===== config.mk =====
export PLATFORM = sky130hd
export DESIGN_NAME = lts_sequencer
export DESIGN_NICKNAME = d
export VERILOG_FILES = /design/src/hdl/lts_pkg.sv /design/src/hdl/lts_event_if.sv /design/src/hdl/lts_layer_gate.sv /design/src/hdl/lts_interval_timer.sv /design/src/hdl/lts_sequencer.sv
export SDC_FILE = /design/constraint.sdc
export NUM_CORES = 1
export LEC_CHECK = 0
export BUFFER_PORTS_ARGS = -buffer_cell sky130_fd_sc_hd__buf_2
export CAP_MARGIN = 20
export CELL_PAD_IN_SITES_DETAIL_PLACEMENT = 2
export CELL_PAD_IN_SITES_GLOBAL_PLACEMENT = 2
export CORE_MARGIN = 4
export CORE_UTILIZATION = 40
export CTS_CLUSTER_SIZE = 28
export DETAILED_ROUTE_END_ITERATION = 10
export PLACE_DENSITY = 0.82
export SKIP_LAST_GASP = 1
export SYNTH_ARGS = -nofsm -noshare
export SYNTH_HDL_FRONTEND = slang
export SYNTH_SLANG_ARGS = --single-unit

===== constraint.sdc =====
create_clock -name clock -period 4.3 [get_ports clock]
set_input_delay 0 -clock clock [delete_from_list [all_inputs] [get_ports clock]]
set_output_delay 0 -clock clock [all_outputs]
set_load 0.01 [all_outputs]

===== src/hdl/lts_pkg.sv =====
// Shared constants and types for the layered trigger sequencer.
package lts_pkg;
    typedef enum logic [2:0] {
        LTS_SRC_IMM = 3'h0,
        LTS_SRC_EXT = 3'h1,
        LTS_SRC_MAN = 3'h2,
        LTS_SRC_BUS = 3'h3,
        LTS_SRC_LINK = 3'h4,
        LTS_SRC_TIMER = 3'h5,
        LTS_SRC_HOLD = 3'h6
    } lts_src_e;

    // Gray codes along idle, arm, scan, measure, read, open, configure, close.
    typedef enum logic [3:0] {
        LTS_ST_IDLE = 4'h0,
        LTS_ST_ARM = 4'h1,
        LTS_ST_SCAN = 4'h3,
        LTS_ST_MEAS = 4'h2,
        LTS_ST_READ = 4'h6,
        LTS_ST_OPEN = 4'h7,
        LTS_ST_CFG = 4'h5,
        LTS_ST_CLOSE = 4'h4
    } lts_state_e;

    localparam int LTS_CNT_W = 17;
    localparam int LTS_TMR_W = 40;
    localparam logic [16:0] LTS_CNT_MIN = 17'h00001;
    localparam logic [16:0] LTS_CNT_MAX = 17'h1869F;

    typedef struct packed {
        lts_src_e src;
        logic inf;
        logic [LTS_CNT_W-1:0] count;
    } lts_layer_cfg_s;

    localparam lts_layer_cfg_s LTS_ARM_CFG_RST = '{LTS_SRC_IMM, 1'b0, 17'h00001};
    localparam lts_layer_cfg_s LTS_SCAN_CFG_RST = '{LTS_SRC_IMM, 1'b1, 17'h00001};
    localparam lts_layer_cfg_s LTS_MEAS_CFG_RST = '{LTS_SRC_IMM, 1'b1, 17'h00001};
    localparam logic [39:0] LTS_INT_RST = 40'h00_0000_0001;

    localparam logic [7:0] LTS_OFF_CTRL = 8'h00;
    localparam logic [7:0] LTS_OFF_STATUS = 8'h04;
    localparam logic [7:0] LTS_OFF_ARM_CFG = 8'h08;
    localparam logic [7:0] LTS_OFF_SCAN_CFG = 8'h0C;
    localparam logic [7:0] LTS_OFF_MEAS_CFG = 8'h10;
    localparam logic [7:0] LTS_OFF_SCAN_INT_LO = 8'h14;
    localparam logic [7:0] LTS_OFF_SCAN_INT_HI = 8'h18;
    localparam logic [7:0] LTS_OFF_MEAS_INT_LO = 8'h1C;
    localparam logic [7:0] LTS_OFF_MEAS_INT_HI = 8'h20;
    localparam logic [7:0] LTS_OFF_CMD = 8'h24;

    localparam int LTS_CTRL_START = 0;
    localparam int LTS_CTRL_ABORT = 1;
    localparam int LTS_CTRL_SCAN_EN = 2;
    localparam int LTS_STAT_ARMED = 4;
    localparam int LTS_STAT_IGN = 5;
    localparam int LTS_CMD_SIGNAL = 0;
    localparam int LTS_CMD_IMMEDIATE = 1;
    localparam int LTS_CFG_SRC_LSB = 0;
    localparam int LTS_CFG_INF = 3;
    localparam int LTS_CFG_CNT_LSB = 8;

    localparam int LTS_CLK_PERIOD_NS = 4;
    localparam int LTS_MS_NS = 1000000;
    localparam int LTS_CYC_PER_MS = (LTS_MS_NS + LTS_CLK_PERIOD_NS - 1) / LTS_CLK_PERIOD_NS;
    localparam int LTS_PRE_W = 18;
endpackage : lts_pkg


===== src/hdl/lts_event_if.sv =====
// Event pulses shared by the sequencer and its layer gates.
`timescale 1ns/1ps
interface lts_event_if;
    logic ext;
    logic man;
    logic bus;
    logic link;
    logic lay_sig;
    logic lay_imm;
    modport src (output ext, output man, output bus, output link, output lay_sig, output lay_imm);
    modport gate (input ext, input man, input bus, input link, input lay_sig, input lay_imm);
endinterface : lts_event_if


===== src/hdl/lts_layer_gate.sv =====
// Event detector for one layer of the sequencer.
`timescale 1ns/1ps
module lts_layer_gate
    import lts_pkg::*;
#(
    parameter bit HAS_TIMER = 1'b1,
    parameter bit HAS_CMD = 1'b0
) (
    input wire logic waiting,
    input wire logic active,
    input wire lts_src_e src,
    lts_event_if.gate ev,
    input wire logic timer_ok,
    output logic fire,
    output logic ignored
);
    always_comb begin
        fire = 1'b0;
        case (src)
            LTS_SRC_IMM: fire = 1'b1;
            LTS_SRC_EXT: fire = ev.ext;
            LTS_SRC_MAN: fire = ev.man;
            LTS_SRC_BUS: fire = ev.bus;
            LTS_SRC_LINK: fire = ev.link;
            LTS_SRC_TIMER: fire = HAS_TIMER & timer_ok;
            default: fire = 1'b0;
        endcase
        // Hold releases only through a source change or a layer command.
        if (HAS_CMD && (ev.lay_sig || ev.lay_imm)) begin
            fire = 1'b1;
        end
        fire = fire & waiting;
        ignored = active && (src == LTS_SRC_IMM) && (ev.ext || ev.man);
    end
endmodule : lts_layer_gate


===== src/hdl/lts_interval_timer.sv =====
// Millisecond interval timer for the scan and measure layers.
`timescale 1ns/1ps
module lts_interval_timer
    import lts_pkg::*;
#(
    parameter int CYC_PER_MS = LTS_CYC_PER_MS
) (
    input wire logic clock,
    input wire logic arst_n,
    input wire logic restart,
    input wire logic [LTS_TMR_W-1:0] interval,
    output logic expired
);
    typedef struct packed {
        logic [LTS_PRE_W-1:0] pre;
        logic [LTS_TMR_W-1:0] ms;
        logic expired;
    } lts_tmr_s;

    lts_tmr_s r;
    lts_tmr_s next_r;

    always_comb begin
        next_r = r;
        if (restart) begin
            next_r = '0;
        end else if (!r.expired) begin
            next_r.pre = r.pre + 18'h00001;
            if (r.pre == LTS_PRE_W'(CYC_PER_MS - 1)) begin
                next_r.pre = '0;
                next_r.ms = r.ms + 40'h00_0000_0001;
                // A zero interval behaves as the shortest, one millisecond.
                if (r.ms + 40'h00_0000_0001 >= interval) begin
                    next_r.expired = 1'b1;
                end
            end
        end
    end

    always_ff @(posedge clock or negedge arst_n) begin
        if (!arst_n) begin
            r <= '0;
        end else begin
            r <= next_r;
        end
    end

    assign expired = r.expired;
endmodule : lts_interval_timer


===== src/hdl/lts_sequencer.sv =====
// Arm, scan and measure trigger sequencer with its APB register file.
`timescale 1ns/1ps
module lts_sequencer
    import lts_pkg::*;
#(
    parameter int CYC_PER_MS = LTS_CYC_PER_MS
) (
    input wire logic clock,
    input wire logic arst_n,
    input wire logic [7:0] paddr,
    input wire logic psel,
    input wire logic penable,
    input wire logic pwrite,
    input wire logic [31:0] pwdata,
    output logic [31:0] prdata,
    output logic pready,
    output logic pslverr,
    input wire logic ext_trigger_in,
    input wire logic manual_trigger_key,
    input wire logic bus_trigger,
    input wire logic link_trigger_in,
    input wire logic reading_done,
    output logic armed,
    output logic reading_req,
    output logic channel_open,
    output logic config_next,
    output logic channel_close,
    output logic trigger_ignored
);
    typedef struct packed {
        lts_state_e state;
        logic armed;
        logic [LTS_CNT_W-1:0] arm_cnt;
        logic [LTS_CNT_W-1:0] scan_cnt;
        logic [LTS_CNT_W-1:0] meas_cnt;
        logic scan_first;
        logic meas_first;
        lts_layer_cfg_s arm_cfg;
        lts_layer_cfg_s scan_cfg;
        lts_layer_cfg_s meas_cfg;
        logic scan_en;
        logic [LTS_TMR_W-1:0] scan_int;
        logic [LTS_TMR_W-1:0] meas_int;
        logic ign_sticky;
        logic [31:0] prdata;
        logic reading_req;
        logic channel_open;
        logic config_next;
        logic channel_close;
        logic trigger_ignored;
    } lts_seq_s;

    localparam lts_seq_s LTS_SEQ_RST = '{
        state: LTS_ST_IDLE,
        arm_cfg: LTS_ARM_CFG_RST,
        scan_cfg: LTS_SCAN_CFG_RST,
        meas_cfg: LTS_MEAS_CFG_RST,
        scan_int: LTS_INT_RST,
        meas_int: LTS_INT_RST,
        default: '0
    };

    lts_seq_s r;
    lts_seq_s next_r;

    logic wr_en;
    logic rd_setup;
    logic mapped;
    logic start_req;
    logic abort_req;
    logic arm_fire;
    logic scan_fire;
    logic meas_fire;
    logic arm_ign;
    logic scan_ign;
    logic meas_ign;
    logic scan_tmr_exp;
    logic meas_tmr_exp;
    logic in_arm;
    logic in_scan;
    logic in_meas;
    logic act_done;
    logic [31:0] rd_word;

    lts_event_if ev ();

    assign ev.ext = ext_trigger_in;
    assign ev.man = manual_trigger_key;
    assign ev.bus = bus_trigger;
    assign ev.link = link_trigger_in;
    assign ev.lay_sig = wr_en && (paddr == LTS_OFF_CMD) && pwdata[LTS_CMD_SIGNAL];
    assign ev.lay_imm = wr_en && (paddr == LTS_OFF_CMD) && pwdata[LTS_CMD_IMMEDIATE];

    // Registers answer with no wait state; read data is caught in the setup cycle.
    assign wr_en = psel && penable && pwrite;
    assign rd_setup = psel && !penable && !pwrite;
    assign mapped = (paddr <= LTS_OFF_CMD) && (paddr[1:0] == 2'h0);
    assign pready = 1'b1;
    assign pslverr = psel && penable && !mapped;
    assign prdata = r.prdata;

    assign start_req = (r.state == LTS_ST_IDLE)
        && ((wr_en && (paddr == LTS_OFF_CTRL) && pwdata[LTS_CTRL_START]) || manual_trigger_key);
    assign abort_req = wr_en && (paddr == LTS_OFF_CTRL) && pwdata[LTS_CTRL_ABORT];

    assign in_arm = (r.state != LTS_ST_IDLE);
    assign in_scan = in_arm && (r.state != LTS_ST_ARM);
    assign in_meas = in_scan && (r.state != LTS_ST_SCAN);

    lts_layer_gate #(.HAS_TIMER(1'b0), .HAS_CMD(1'b1)) u_arm_gate (
        .waiting(r.state == LTS_ST_ARM),
        .active(in_arm),
        .src(r.arm_cfg.src),
        .ev(ev),
        .timer_ok(1'b0),
        .fire(arm_fire),
        .ignored(arm_ign)
    );

    lts_layer_gate #(.HAS_TIMER(1'b1), .HAS_CMD(1'b0)) u_scan_gate (
        .waiting(r.state == LTS_ST_SCAN),
        .active(in_scan),
        .src(r.scan_cfg.src),
        .ev(ev),
        .timer_ok(r.scan_first || scan_tmr_exp),
        .fire(scan_fire),
        .ignored(scan_ign)
    );

    lts_layer_gate #(.HAS_TIMER(1'b1), .HAS_CMD(1'b0)) u_meas_gate (
        .waiting(r.state == LTS_ST_MEAS),
        .active(in_meas),
        .src(r.meas_cfg.src),
        .ev(ev),
        .timer_ok(r.meas_first || meas_tmr_exp),
        .fire(meas_fire),
        .ignored(meas_ign)
    );

    // Each pass restarts the timer, so the interval runs from the previous pass.
    lts_interval_timer #(.CYC_PER_MS(CYC_PER_MS)) u_scan_timer (
        .clock(clock),
        .arst_n(arst_n),
        .restart(scan_fire),
        .interval(r.scan_int),
        .expired(scan_tmr_exp)
    );

    lts_interval_timer #(.CYC_PER_MS(CYC_PER_MS)) u_meas_timer (
        .clock(clock),
        .arst_n(arst_n),
        .restart(meas_fire),
        .interval(r.meas_int),
        .expired(meas_tmr_exp)
    );

    // Counts outside the legal range are clamped rather than rejected.
    function automatic lts_layer_cfg_s cfg_from_word(input logic [31:0] w);
        lts_layer_cfg_s c;
        c.src = lts_src_e'(w[LTS_CFG_SRC_LSB +: 3]);
        c.inf = w[LTS_CFG_INF];
        c.count = w[LTS_CFG_CNT_LSB +: LTS_CNT_W];
        if (c.count < LTS_CNT_MIN) begin
            c.count = LTS_CNT_MIN;
        end else if (c.count > LTS_CNT_MAX) begin
            c.count = LTS_CNT_MAX;
        end
        return c;
    endfunction : cfg_from_word

    function automatic logic [31:0] cfg_to_word(input lts_layer_cfg_s c);
        logic [31:0] w;
        w = '0;
        w[LTS_CFG_SRC_LSB +: 3] = c.src;
        w[LTS_CFG_INF] = c.inf;
        w[LTS_CFG_CNT_LSB +: LTS_CNT_W] = c.count;
        return w;
    endfunction : cfg_to_word

    always_comb begin
        rd_word = '0;
        if (paddr == LTS_OFF_CTRL) begin
            rd_word[LTS_CTRL_SCAN_EN] = r.scan_en;
        end else if (paddr == LTS_OFF_STATUS) begin
            rd_word[3:0] = r.state;
            rd_word[LTS_STAT_ARMED] = r.armed;
            rd_word[LTS_STAT_IGN] = r.ign_sticky;
        end else if (paddr == LTS_OFF_ARM_CFG) begin
            rd_word = cfg_to_word(r.arm_cfg);
        end else if (paddr == LTS_OFF_SCAN_CFG) begin
            rd_word = cfg_to_word(r.scan_cfg);
        end else if (paddr == LTS_OFF_MEAS_CFG) begin
            rd_word = cfg_to_word(r.meas_cfg);
        end else if (paddr == LTS_OFF_SCAN_INT_LO) begin
            rd_word = r.scan_int[31:0];
        end else if (paddr == LTS_OFF_SCAN_INT_HI) begin
            rd_word[7:0] = r.scan_int[39:32];
        end else if (paddr == LTS_OFF_MEAS_INT_LO) begin
            rd_word = r.meas_int[31:0];
        end else if (paddr == LTS_OFF_MEAS_INT_HI) begin
            rd_word[7:0] = r.meas_int[39:32];
        end
    end

    always_comb begin
        next_r = r;
        act_done = 1'b0;
        next_r.reading_req = 1'b0;
        next_r.channel_open = 1'b0;
        next_r.config_next = 1'b0;
        next_r.channel_close = 1'b0;
        next_r.trigger_ignored = 1'b0;
        if (rd_setup) begin
            next_r.prdata = rd_word;
        end
        if (wr_en) begin
            if (paddr == LTS_OFF_CTRL) begin
                next_r.scan_en = pwdata[LTS_CTRL_SCAN_EN];
            end else if (paddr == LTS_OFF_STATUS) begin
                if (pwdata[LTS_STAT_IGN]) begin
                    next_r.ign_sticky = 1'b0;
                end
            end else if (paddr == LTS_OFF_ARM_CFG) begin
                next_r.arm_cfg = cfg_from_word(pwdata);
            end else if (paddr == LTS_OFF_SCAN_CFG) begin
                next_r.scan_cfg = cfg_from_word(pwdata);
            end else if (paddr == LTS_OFF_MEAS_CFG) begin
                next_r.meas_cfg = cfg_from_word(pwdata);
            end else if (paddr == LTS_OFF_SCAN_INT_LO) begin
                next_r.scan_int[31:0] = pwdata;
            end else if (paddr == LTS_OFF_SCAN_INT_HI) begin
                next_r.scan_int[39:32] = pwdata[7:0];
            end else if (paddr == LTS_OFF_MEAS_INT_LO) begin
                next_r.meas_int[31:0] = pwdata;
            end else if (paddr == LTS_OFF_MEAS_INT_HI) begin
                next_r.meas_int[39:32] = pwdata[7:0];
            end
        end
        // A fresh ignored trigger wins over a clear in the same cycle.
        if (arm_ign || scan_ign || meas_ign) begin
            next_r.trigger_ignored = 1'b1;
            next_r.ign_sticky = 1'b1;
        end
        case (r.state)
            LTS_ST_IDLE: begin
                if (start_req) begin
                    next_r.state = LTS_ST_ARM;
                    next_r.armed = 1'b1;
                    next_r.arm_cnt = '0;
                end
            end
            LTS_ST_ARM: begin
                if (arm_fire) begin
                    next_r.state = LTS_ST_SCAN;
                    next_r.arm_cnt = r.arm_cnt + 17'h00001;
                    next_r.scan_cnt = '0;
                    next_r.scan_first = 1'b1;
                end
            end
            LTS_ST_SCAN: begin
                if (scan_fire) begin
                    next_r.state = LTS_ST_MEAS;
                    next_r.scan_cnt = r.scan_cnt + 17'h00001;
                    next_r.scan_first = 1'b0;
                    next_r.meas_cnt = '0;
                    next_r.meas_first = 1'b1;
                end
            end
            LTS_ST_MEAS: begin
                if (meas_fire) begin
                    next_r.state = LTS_ST_READ;
                    next_r.reading_req = 1'b1;
                    next_r.meas_first = 1'b0;
                end
            end
            LTS_ST_READ: begin
                if (reading_done) begin
                    if (r.scan_en) begin
                        next_r.state = LTS_ST_OPEN;
                        next_r.channel_open = 1'b1;
                    end else begin
                        act_done = 1'b1;
                    end
                end
            end
            LTS_ST_OPEN: begin
                next_r.state = LTS_ST_CFG;
                next_r.config_next = 1'b1;
            end
            LTS_ST_CFG: begin
                next_r.state = LTS_ST_CLOSE;
                next_r.channel_close = 1'b1;
            end
            LTS_ST_CLOSE: begin
                act_done = 1'b1;
            end
            default: begin
                next_r.state = LTS_ST_IDLE;
            end
        endcase
        if (act_done) begin
            next_r.state = LTS_ST_MEAS;
            next_r.meas_cnt = r.meas_cnt + 17'h00001;
            if (!r.meas_cfg.inf && (r.meas_cnt + 17'h00001 >= r.meas_cfg.count)) begin
                next_r.state = LTS_ST_SCAN;
                if (!r.scan_cfg.inf && (r.scan_cnt >= r.scan_cfg.count)) begin
                    next_r.state = LTS_ST_ARM;
                    if (!r.arm_cfg.inf && (r.arm_cnt >= r.arm_cfg.count)) begin
                        next_r.state = LTS_ST_IDLE;
                        next_r.armed = 1'b0;
                    end
                end
            end
        end
        // Abort drops back to idle from any layer and disarms.
        if (abort_req) begin
            next_r.state = LTS_ST_IDLE;
            next_r.armed = 1'b0;
        end
    end

    always_ff @(posedge clock or negedge arst_n) begin
        if (!arst_n) begin
            r <= LTS_SEQ_RST;
        end else begin
            r <= next_r;
        end
    end

    assign armed = r.armed;
    assign reading_req = r.reading_req;
    assign channel_open = r.channel_open;
    assign config_next = r.config_next;
    assign channel_close = r.channel_close;
    assign trigger_ignored = r.trigger_ignored;
endmodule : lts_sequencer


==> impl_metrics.env <==
export IMPL_power_leakage_nw=11.2
export IMPL_overflow=0
export IMPL_drt_iter0_drc=1265
export IMPL_grt_pass1_wl_um=124000
export IMPL_cp_max_fo=6
export IMPL_synthArstFlopShare_pct=100
export IMPL_ys_types=76
export IMPL_port_buffer_count=88
export IMPL_drv_cap=0
export IMPL_ys_flop_type="dfrtp_1"
export IMPL_arrival_ps=4470
export IMPL_area_growth_pct=12.8
export IMPL_die_h_um=239
export IMPL_finClkSkew_ps=9.18
export IMPL_routed_wl_um=79500
export IMPL_core_mm2=0.0528
export IMPL_ys_seq_area_share_pct=41.8
export IMPL_cp_required_ps=4800
export IMPL_dr_pass1_iters=5
export IMPL_antenna_left=0
export IMPL_route_detailed_drc=0
export IMPL_fin_crit_sh_pct=92.3
export IMPL_maxSlewHeadroom_pct=23.5
export IMPL_r2r_start="u_scan_timer.r[3]"
export IMPL_multi_input_area_mm2=0.0113
export IMPL_vias=18640
export IMPL_wl_per_cell_um=24.9
export IMPL_end_kind="flop"
export IMPL_grt_max_degree=99
export IMPL_layout_min_cycle_time_ps=3970
export IMPL_crit_type="reg -> reg"
export IMPL_min_path_type="in -> async"
export IMPL_globalRouteTotalUtil_pct=27.6
export IMPL_die_w_um=239
export IMPL_synth_fp_nets=2579
export IMPL_startpoint="u_scan_timer.r[3]"
export IMPL_power_density_mw_per_mm2=372
export IMPL_clk_latency_ps=570
export IMPL_die_area_mm2=0.0572
export IMPL_antenna_found_initial=1
export IMPL_numCtsBuffers=43
export IMPL_initial_core_util_pct=40.5
export IMPL_rsz0062_at_grt="no"
export IMPL_io_pins=90
export IMPL_clk_path_buf_depth=3
export IMPL_max_freq_mhz=252
export IMPL_clkSlewWorstSetupHoldPaths_ps=60
export IMPL_htreeDepth=2
export IMPL_worst_pin_slew_ps=1140
export IMPL_final_seq_area_mm2=0.00894
export IMPL_syn_area_per_cell_um2=8.94
export IMPL_synth_edf_count=0
export IMPL_status="complete, no violations"
export IMPL_routed_via_density=5.85
export IMPL_fillers=5672
export IMPL_place_gp_congestion=0.885
export IMPL_clock_sinks=357
export IMPL_netlist_instances=2391
export IMPL_post_route_util_pct=45.7
export IMPL_nets=2655
export IMPL_place_hpwl_um=57400
export IMPL_holdWs_ps=51.4
export IMPL_grt_pass1_vias=20611
export IMPL_synth_seq_cells=357
export IMPL_drive_gt1_share_pct=11.5
export IMPL_clock_root_buffer="clkbuf_16"
export IMPL_start_kind="flop"
export IMPL_rows=84
export IMPL_ir_worst_vdd_mv=0.236
export IMPL_setup_viol=0
export IMPL_finalHoldViolCount=0
export IMPL_finalSetupTns_ps=0
export IMPL_drv_slew=0
export IMPL_cts_tree="built"
export IMPL_yosysWarnings=0
export IMPL_syn_area_mm2=0.0214
==> timing repair <==
action	CTS	global route
endpoints found under the setup margin	0	1
hold buffers	36	0
endpoints found under the hold margin	242	0
setup buffers	0	0
gates resized for setup	0	2
==> sequential cells by signal (all words and copies together) (netlist names) <==
| signal | flops |
|---|---|
| r | 201 |
| u_meas_timer.r | 58 |
| u_scan_timer.r | 58 |
| prdata | 32 |
| armed | 1 |
| channel_close | 1 |
| channel_open | 1 |
| config_next | 1 |
| reading_req | 1 |
| trigger_ignored | 1 |
| u_meas_timer.expired | 1 |
| u_scan_timer.expired | 1 |
==> power by group <==
group / switching, mW / internal, mW / leakage, nW
logic: 1.12 / 0.529 / 5.78
clock network: 1.52 / 2.06 / 0.666
registers: 0.208 / 3.52 / 4.76
==> worst paths after layout <==
check	endpoint	slack, ps	cells past startpoint
max in group asynchronous	r[185]	3070	3
setup / recovery	u_scan_timer.expired	330	13
min in group clock	prdata[7]	60	4
hold reg to reg	prdata[27]	490	2
hold / removal	r[209]	50	2
setup reg to reg	u_scan_timer.expired	330	13
==> final cells by class <==
class / count / area share [%]
Multi-Input combinational cell: 1755 / 46.7
Sequential cell: 357 / 37.1
Clock buffer: 67 / 5.39
Timing Repair Buffer: 157 / 4.63
Tap cell: 688 / 3.57
Inverter: 153 / 2.38
Clock inverter: 8 / 0.166
Antenna cell: 2 / 0.0208
==> metrics by stage <==
| stage | setup WS [ps] | instances | total power [mW] | area [µm²] |
|---|---|---|---|---|
| after detailed placement | 348 | 3072 | 5.35 | 22400 |
| after global routing | 78.2 | 3186 | 9.37 | 24100 |
| final | 331 | 3187 | 8.96 | 24100 |
| after CTS | 330 | 3183 | 9.02 | 24100 |
| after global placement | 541 | 3072 | 5.25 | 22400 |
| after floorplan | 778 | 2391 | 4.66 | 21400 |
==> cells in the final DEF (no fill, tap or decap), types with 14 or more instances in the layout <==
| master | n |
|---|---|
| ha_1 | 138 |
| nor4_1 | 22 |
| buf_4 | 29 |
| clkbuf_16 | 45 |
| o21ai_0 | 236 |
| xor2_1 | 95 |
| inv_1 | 153 |
| dfrtp_1 | 350 |
| nor2_1 | 220 |
| buf_2 | 87 |
| nand2_1 | 306 |
| nand3_1 | 75 |
| nand4_1 | 57 |
| xnor2_1 | 94 |
| dlygate4sd3_1 | 36 |
| or3_1 | 27 |
| a21oi_1 | 83 |
| mux2i_1 | 19 |
| nor3_1 | 40 |
| a22oi_1 | 14 |
| mux2_2 | 69 |
| and3_1 | 30 |
| a21o_1 | 32 |
==> synth_stat cells (14+ instances only) <==
master      n  area share, %
a21o_1     32            1.1
a21oi_1    83            1.9
a22oi_1    14           0.49
and3_1     31           0.91
buf_4      33            1.2
clkbuf_1   70            1.2
dfrtp_1   350             41
ha_1      138            8.1
inv_1     153            2.7
mux2_2     69            3.6
mux2i_1    19           0.89
nand2_1   307            5.4
nand3_1    75            1.8
nand4_1    57            1.7
nor2_1    221            3.9
nor3_1     42           0.98
nor4_1     22           0.64
o21ai_0   236            5.5
or3_1      27           0.79
xnor2_1    94            3.9
xor2_1     95            3.9
==> worst max-delay path, cell delays in order (launching register included) <==
cell,delay (ps)
dfrtp_1,440
nand3_1,210
or3_1,530
nor4b_2,360
buf_4,220
nand2_1,160
xnor2_1,210
ha_1,340
nand4_1,110
nor4_1,610
o31ai_1,260
nand3_1,160
a31oi_1,80
o2bb2ai_1,180
==> per-layer routing <==
| layer | wire [µm] | track usage, % | up-vias |
|---|---|---|---|
| met1 | 34900 | 36.4 | 9707 |
| met5 | 0 | 0 | - |
| met4 | 2510 | 8.60 | 0 |
| li1 | - | - | 8419 |
| met2 | 39000 | 47.7 | 383 |
| met3 | 3050 | 3.13 | 131 |
==> logic make-up (layout without fill, tap and decap cells) <==
group,after synthesis,after routing,synth area share [%]
adder cells (fa/ha/maj),138,138,8.08
other,1,3,0.0175
AND/OR/NAND/NOR,854,854,18.6
XOR/XNOR,189,189,7.75
buffers and inverters,279,385,5.58
multiplexers,88,88,4.53
flip-flops,357,357,41.8
AO/OA/AOI/OAI,485,485,13.6
No activity file was read; power rests on OpenSTA's default activity.
